**src/essr_pkg.sv**
```systemverilog
// Purpose: Shared constants and types for the exception state registers.
// Assumes: APB slave with 32-bit data, one aligned word per register.
// Notes:   Status word field positions and offsets are named here only.
package essr_pkg;

  localparam int          DW           = 32;
  localparam int          AW           = 12;

  localparam logic [11:0] OFF_ERA      = 12'h000;
  localparam logic [11:0] OFF_FVA      = 12'h004;
  localparam logic [11:0] OFF_PSW      = 12'h008;

  // Status word field positions
  localparam int          B_CU_LO      = 28;
  localparam int          B_RE         = 25;
  localparam int          B_BEV        = 22;
  localparam int          B_TS         = 21;
  localparam int          B_PE         = 20;
  localparam int          B_CM         = 19;
  localparam int          B_PZ         = 18;
  localparam int          B_SWC        = 17;
  localparam int          B_ISC        = 16;
  localparam int          B_IM_LO      = 8;
  localparam int          B_KUO        = 5;
  localparam int          B_IEO        = 4;
  localparam int          B_KUP        = 3;
  localparam int          B_IEP        = 2;
  localparam int          B_KUC        = 1;
  localparam int          B_IEC        = 0;

  localparam int          CU_W         = 4;
  localparam int          IM_W         = 8;
  localparam int          IM_SW_W      = 2;

  // Reset values, fixed read values and other constants
  localparam logic        RST_SWC      = 1'b0;
  localparam logic        RST_KUC      = 1'b0;
  localparam logic        RST_IEC      = 1'b0;
  localparam logic        RST_BEV      = 1'b1;
  localparam logic        TS_VALUE     = 1'b1;
  localparam logic        PE_READ      = 1'b0;
  localparam logic        KERNEL       = 1'b0;
  localparam logic [31:0] ZERO_W       = 32'h0000_0000;
  localparam logic [31:0] SLOT_BACK    = 32'h0000_0004;

  // One exception event from the pipeline
  typedef struct packed {
    logic        take;
    logic        in_slot;
    logic [31:0] pc;
    logic        addr_err;
    logic [31:0] faulting_virtual_address;
  } essr_exc_t;

  // Controls driven to the core
  typedef struct packed {
    logic            kernel;
    logic            vec_uncached;
    logic            user_flip;
    logic            swap;
    logic            isolate;
    logic [CU_W-1:0] cu;
  } essr_ctl_t;

endpackage

```
**src/essr_top.sv**
```systemverilog
// Purpose: Exception return address, faulting address and status word.
// Assumes: Core pulses exception and return strobes for one cycle.
// Notes:   APB answers with zero wait states; unmapped reads return zero.
//
// Notes on behaviour
// - Return address register loads the excepting instruction address.
// - In a delay slot, return address points at the preceding branch.
// - Addressing exceptions capture the whole bad virtual address.
// - Taking any exception enters kernel privilege.
// - All status bits read and write, except read-only TLB flag and parity error field.
// - Three-deep privilege and enable stack, push on exception, pop on return.
// - Reset clears swap, current privilege, current enable; sets boot vector, TLB flag.
// - Flip bit reverses user byte order only; kernel keeps reset order.
// - Boot vector select one puts vectors in uncacheable space.
// - TLB off flag always reads one.
// - Parity error field is written one at boot, then always reads zero.
// - Cache miss while isolated sets the isolated-miss flag.
// - Swap bit exchanges instruction and data cache roles.
// - Isolate bit keeps stores out of memory, loads return cache data.
// - Eight mask bits: low two software, upper six external, one enables.
// - Interrupt raises exception only with global enable and mask bit set.
// - Privilege bit zero means kernel, one means user.
// - Enable bit one enables interrupts subject to mask.
// - Reserved status positions read zero; software writes zero.
// - Each usability bit permits user coprocessor operations.
//
// Chosen here: the register addresses and the APB interface to the registers.
`timescale 1ns/100ps
module essr_top
(
  input  wire logic                 clk,
  input  wire logic                 rst,
  input  wire logic                 psel,
  input  wire logic                 penable,
  input  wire logic                 pwrite,
  input  wire logic [11:0]          paddr,
  input  wire logic [31:0]          pwdata,
  output logic      [31:0]          prdata,
  output logic                      pready,
  output logic                      pslverr,
  input  wire essr_pkg::essr_exc_t  exc,
  input  wire logic                 rfe,
  input  wire logic                 dcache_miss,
  input  wire logic [7:0]           irq_pending,
  input  wire logic                 big_endian_strap,
  output logic                      irq_request,
  output logic                      big_endian_now,
  output logic [3:0]                cop_permit,
  output essr_pkg::essr_ctl_t       ctl
);

  logic [31:0] era_q;
  logic [31:0] fva_q;
  logic [3:0]  cu_q;
  logic        re_q;
  logic        bev_q;
  logic        cm_q;
  logic        pz_q;
  logic        swc_q;
  logic        isc_q;
  logic [7:0]  im_q;
  logic [5:0]  stk_q;
  logic        strap_q;
  logic        strap_done_q;
  logic        irq_q;
  logic [31:0] psw;
  logic        wr_en;
  logic        rd_set;
  logic        psw_wr;
  logic        hit;

  // Assemble the readable status word; reserved and parity error read zero
  function automatic logic [31:0] pack_psw(
    input logic [3:0] cu,
    input logic       re,
    input logic       boot_vector_select,
    input logic       cm,
    input logic       pz,
    input logic       cache_swap,
    input logic       cache_isolate,
    input logic [7:0] im,
    input logic [5:0] stk
  );
    logic [31:0] w;
    w = essr_pkg::ZERO_W;
    w[essr_pkg::B_CU_LO +: essr_pkg::CU_W] = cu;
    w[essr_pkg::B_RE]  = re;
    w[essr_pkg::B_BEV] = boot_vector_select;
    w[essr_pkg::B_TS]  = essr_pkg::TS_VALUE;
    w[essr_pkg::B_PE]  = essr_pkg::PE_READ;
    w[essr_pkg::B_CM]  = cm;
    w[essr_pkg::B_PZ]  = pz;
    w[essr_pkg::B_SWC] = cache_swap;
    w[essr_pkg::B_ISC] = cache_isolate;
    w[essr_pkg::B_IM_LO +: essr_pkg::IM_W] = im;
    w[essr_pkg::B_KUO:essr_pkg::B_IEC] = stk;
    return w;
  endfunction

  assign psw = pack_psw(cu_q, re_q, bev_q, cm_q, pz_q,
                        swc_q, isc_q, im_q, stk_q);

  // APB decode; zero wait states
  assign pready = 1'b1;
  assign hit    = (paddr == essr_pkg::OFF_ERA) ||
                  (paddr == essr_pkg::OFF_FVA) ||
                  (paddr == essr_pkg::OFF_PSW);
  assign pslverr = psel && penable && !hit;
  assign wr_en   = psel && penable && pwrite;
  assign rd_set  = psel && !penable && !pwrite;
  assign psw_wr  = wr_en && (paddr == essr_pkg::OFF_PSW);

  // Read data captured in the setup phase so it stands through access
  always_ff @(posedge clk or posedge rst)
  begin
    if (rst)
    begin
      prdata <= essr_pkg::ZERO_W;
    end
    else if (rd_set)
    begin
      unique case (paddr)
        essr_pkg::OFF_ERA: prdata <= era_q;
        essr_pkg::OFF_FVA: prdata <= fva_q;
        essr_pkg::OFF_PSW: prdata <= psw;
        default:           prdata <= essr_pkg::ZERO_W;
      endcase
    end
  end

  // Return address; both address registers are read-only to software
  always_ff @(posedge clk or posedge rst)
  begin
    if (rst)
    begin
      era_q <= essr_pkg::ZERO_W;
    end
    else if (exc.take)
    begin
      if (exc.in_slot)
      begin
        era_q <= exc.pc - essr_pkg::SLOT_BACK;
      end
      else
      begin
        era_q <= exc.pc;
      end
    end
  end

  always_ff @(posedge clk or posedge rst)
  begin
    if (rst)
    begin
      fva_q <= essr_pkg::ZERO_W;
    end
    else if (exc.take && exc.addr_err)
    begin
      fva_q <= exc.faulting_virtual_address;
    end
  end

  // Privilege and enable stack; exception beats a same-cycle write
  always_ff @(posedge clk or posedge rst)
  begin
    if (rst)
    begin
      stk_q <= {4'h0, essr_pkg::RST_KUC, essr_pkg::RST_IEC};
    end
    else if (exc.take)
    begin
      stk_q <= {stk_q[essr_pkg::B_KUP:essr_pkg::B_IEC], essr_pkg::KERNEL, 1'b0};
    end
    else if (rfe)
    begin
      stk_q <= {stk_q[essr_pkg::B_KUO:essr_pkg::B_IEO], stk_q[essr_pkg::B_KUO:essr_pkg::B_IEP]};
    end
    else if (psw_wr)
    begin
      stk_q <= pwdata[essr_pkg::B_KUO:essr_pkg::B_IEC];
    end
  end

  // Plain control fields written directly by software
  always_ff @(posedge clk or posedge rst)
  begin
    if (rst)
    begin
      cu_q  <= 4'h0;
      re_q  <= 1'b0;
      bev_q <= essr_pkg::RST_BEV;
      pz_q  <= 1'b0;
      swc_q <= essr_pkg::RST_SWC;
      isc_q <= 1'b0;
      im_q  <= 8'h00;
    end
    else if (psw_wr)
    begin
      cu_q  <= pwdata[essr_pkg::B_CU_LO +: essr_pkg::CU_W];
      re_q  <= pwdata[essr_pkg::B_RE];
      bev_q <= pwdata[essr_pkg::B_BEV];
      pz_q  <= pwdata[essr_pkg::B_PZ];
      swc_q <= pwdata[essr_pkg::B_SWC];
      isc_q <= pwdata[essr_pkg::B_ISC];
      im_q  <= pwdata[essr_pkg::B_IM_LO +: essr_pkg::IM_W];
    end
  end

  // Isolated miss flag: hardware set wins over a software clear
  always_ff @(posedge clk or posedge rst)
  begin
    if (rst)
    begin
      cm_q <= 1'b0;
    end
    else if (dcache_miss && isc_q)
    begin
      cm_q <= 1'b1;
    end
    else if (psw_wr)
    begin
      cm_q <= pwdata[essr_pkg::B_CM];
    end
  end

  // Byte order strap caught once after reset release
  always_ff @(posedge clk or posedge rst)
  begin
    if (rst)
    begin
      strap_q      <= 1'b0;
      strap_done_q <= 1'b0;
    end
    else if (!strap_done_q)
    begin
      strap_q      <= big_endian_strap;
      strap_done_q <= 1'b1;
    end
  end

  // Registered so the request is glitch free toward the core
  always_ff @(posedge clk or posedge rst)
  begin
    if (rst)
    begin
      irq_q <= 1'b0;
    end
    else
    begin
      irq_q <= stk_q[essr_pkg::B_IEC] && |(irq_pending & im_q);
    end
  end

  assign irq_request = irq_q;

  // User mode flips only when the privilege bit reads user
  assign big_endian_now = strap_q ^ (re_q && stk_q[essr_pkg::B_KUC]);

  // Kernel always has coprocessor access; user needs the usability bit
  assign cop_permit = cu_q | {essr_pkg::CU_W{!stk_q[essr_pkg::B_KUC]}};

  assign ctl.kernel       = (stk_q[essr_pkg::B_KUC] == essr_pkg::KERNEL);
  assign ctl.vec_uncached = bev_q;
  assign ctl.user_flip    = re_q && stk_q[essr_pkg::B_KUC];
  assign ctl.swap         = swc_q;
  assign ctl.isolate      = isc_q;
  assign ctl.cu           = cu_q;
endmodule // essr_top

```
**config.mk**
```make
export PLATFORM = sky130hd
export DESIGN_NAME = essr_top
export DESIGN_NICKNAME = d
export VERILOG_FILES = /design/src/essr_pkg.sv /design/src/essr_top.sv
export SDC_FILE = /design/constraint.sdc
export NUM_CORES = 1
export LEC_CHECK = 0
export BUFFER_PORTS_ARGS = -buffer_cell sky130_fd_sc_hd__buf_2
export CAP_MARGIN = 25
export CORE_MARGIN = 3
export CORE_UTILIZATION = 40
export DETAILED_ROUTE_END_ITERATION = 12
export HOLD_SLACK_MARGIN = 0.06
export PLACE_DENSITY = 0.71
export RECOVER_POWER = 25
export SKIP_LAST_GASP = 1
export SYNTH_ARGS = -nofsm -noshare
export SYNTH_HDL_FRONTEND = slang
export SYNTH_SLANG_ARGS = --single-unit
```
**constraint.sdc**
```tcl
create_clock -name clk -period 3.8 [get_ports clk]
set_clock_uncertainty 0.1 [all_clocks]
set_input_delay 0.19 -clock clk [delete_from_list [all_inputs] [get_ports clk]]
set_output_delay 0.19 -clock clk [all_outputs]
set_load 0.005 [all_outputs]
```
==> run metrics <==
Arrival @ worst endpoint 3.23 ns; Post-synth EDFFs 0; drt total wl approximately 17000 microns; post-DR vias/cell 5.204; antenna cell count 0; Distinct cells, synth 47; Fin. Hold Viols 0; Clock Latency Late Sink 0.41 ns; post-synthesis sequential area ratio 0.5298; largest net degree at the start of global routing between 50 and 60; Sink Count around 120; final hold slack 0.07996 ns; status complete, but fails checks; multi-input combinational cell area between 2000 and 3000 sq um; Fillers roughly 1200; Compound-Gate Fraction of Synth Area 0.1012; post-synth top area cell dfrtp_1; Commonest cells post-synth dfrtp_1, nand2_1, nor2_1; Post-DRT Antenna Nets 0; # DRC 0; Avg Synthesized Cell Area between 10 and 15 sq um; hold path start exc[44]; CP startpoint exc[45]; Rel. slew slack -0.3052; Vert. Die Dim between 100 and 150 microns; worst-case clock buffer depth 2; Final Wtd Congestion 0.8711; worst setup path category input port to flip-flop; total core area 14040 sq um; Port Buf Inserts roughly 170; routed len/inst approximately 17 microns; Yosys reg bits approximately 120; VDD IR max between 0.0003 and 0.0004 V; synthesized-area fraction occupied by adder cells 0.002153; max-slew violation count 76; Register Area around 3100 sq um; Primary FF master, synth dfrtp_1; Crit Path Max Fanout 13; nature of the critical path endpoint flip-flop; largest family of logic cells by synthesized area simple AND/OR/NAND/NOR gates; full die area about 16000 sq um; post-synth top area share 0.5253; CTS Buf Count 17; # rows between 40 and 50; reg2reg setup slack between 1.5 and 2 ns; Worst EP required ~4 ns; first-pass GRT wire length around 28000 microns; Synth Instances 549; Crit path top cell by count dlygate4sd3_1; largest cells by area after synthesis dfrtp_1, mux2_2, mux2i_1; gr usage total 0.2186; Starting Density 0.4139; Synth Area in Simple Gates 0.1604; worst r2r src im_q[6]; synth warn 0; CTS tree built; worst setup path end era_q[31]; RSZ-0062 raised after global routing false; Buffers & Inverters on Critical Path 3; crit start category input port; Post-Synth XOR/XNOR Area 0.04220; Reg clk slew, reported paths 0.05 ns; drt first pass iters 5; final setup vio count 0; Layout area overhead 42.24%; reg2reg end irq_request; share of cells above drive strength 1 0.3116; CP cell instances dlygate4sd3_1 > buf_2 > or4_4 > or4b_4 > nor3_1 > mux2i_1 > nand3_1 > dlygate4sd3_1; WP depth 8; period utilization 0.7991; DR iter-0 viols between 200 and 300; mux cell area share after synthesis 0.1318; dpl hpwl 11390 microns; measured slew at the worst slew-check pin 1.958 ns; top-count cell post-synth dfrtp_1; post-route setup TNS 0 ns; setup bufs post-CTS 0; worst hold path class input port to flip-flop; io pins about 180; total of max-cap violations 2; FFs w/ async S/R, synth 1.000; crit path max-delay cell type or4b_4; Root Buffer clkbuf_16; Achievable Freq 329.3 MHz; Worst path top cell family by delay simple AND/OR/NAND/NOR gates; nets@finish between 900 and 1000; CTS resizes 0; PD cells 415.1 nW/um^2; Pleak around 3.9 nW; vias post-DR 5162; total grt overflow 0; vias in the first global route about 5400; CTS H-tree lvls 4; initial antenna violation count 1; R2R depth 4; Cell Area, Synth 5812 sq um; Period minus WS final around 3.0 ns; slowest stage delay, CP between 0.6 and 0.7 ns; CTS Hold Bufs 91; Die X about 130 microns; failing checks capacitance limit, slew limit
## cell type report
| cell class | count | area share |
|---|---|---|
| tap | 180 | 0.02724 |
| clock inverter | 11 | 0.01468 |
| clock buffer | 20 | 0.05524 |
| inverter | 8 | 0.003784 |
| sequential | 123 | 0.3725 |
| multi-input combinational | 385 | 0.3092 |
| timing repair buffer | 265 | 0.2173 |
## kinds of logic (layout without fill, tap and decap cells)
family          after synthesis  in the layout
buf+inv                      42            304
simple gates                183            183
compound gates               99             99
other cells                   1              2
mux                          72             72
fa+ha+maj                     1              1
xor+xnor                     28             28
flops                       123            123
## worst reg2reg max path: stages, from the launching register on
cell and delay [ns]:
dfrtp_1 0.41, a22oi_1 0.15, dlygate4sd3_1 0.57, a41oi_1 0.09, dlygate4sd3_1 0.57
## through the flow
stage | setup slack (ns) | total power [mW] | std cells | instance area (sq um) | utilization
detailed placement | 1.089 | 1.808 | 870 | 6784 | 0.4831
global route | 0.6690 | 3.568 | 992 | 8267 | 0.5887
finish | 0.7635 | 3.432 | 992 | 8267 | 0.5887
floorplan | 0.2408 | 1.658 | 550 | 5816 | -
CTS | 0.8446 | 3.452 | 992 | 8273 | 0.5891
global placement | 1.133 | 1.791 | 870 | 6784 | 0.4831
## worst min path at each step
stage                endpoint  slack [ns]  cells past startpoint
floorplan               bev_q        0.18                      2
global placement     stk_q[1]        0.16                      2
detailed placement   stk_q[1]        0.17                      2
CTS                  era_q[7]        0.07                      3
global route         era_q[7]        0.09                      3
finish              era_q[11]        0.08                      3
## state kept, by name, summed over array words and instances, names as in the netlist
name          cells
bev_q             1
cm_q              1
cu_q              4
era_q            32
fva_q            32
im_q              8
irq_request       1
isc_q             1
prdata           32
pz_q              1
re_q              1
stk_q             6
strap_done_q      1
strap_q           1
swc_q             1
## metal layers
| layer | part of all wire | global-route usage | up-vias | routed length, microns |
|---|---|---|---|---|
| li1 | - | - | 2436 | - |
| met1 | 0.42 | 0.2677 | 2477 | 7125 |
| met2 | 0.49 | 0.3717 | 215 | 8370 |
| met3 | 0.070 | 0.05684 | 32 | 1196 |
| met4 | 0.022 | 0.08139 | 2 | 380 |
| met5 | 0.00041 | 0 | - | 7 |
## cell usage in the layout (no fill, tap or decap), drive strengths merged, types with 3 or more instances in the layout
| cell | count |
|---|---|
| buf | 172 |
| dfrtp | 122 |
| dlygate4sd3 | 91 |
| nand2 | 73 |
| nor2 | 41 |
| mux2i | 36 |
| mux2 | 36 |
| o21ai | 34 |
| a21oi | 30 |
| a22oi | 27 |
| clkbuf | 22 |
| xnor2 | 21 |
| nor3 | 14 |
| nor4 | 14 |
| nand2b | 9 |
| or3 | 8 |
| inv | 7 |
| xor2 | 7 |
| clkinv | 7 |
| nand3 | 5 |
| or4 | 5 |
| nor4b | 4 |
| clkinvlp | 3 |
## power breakdown
group	total, mW	switching [mW]	internal, mW
clock	1.57	0.578	0.993
sequential	1.46	0.0571	1.40
combinational	0.401	0.182	0.219
total	3.43	0.817	2.61
No activity file was read; power rests on OpenSTA's default activity.
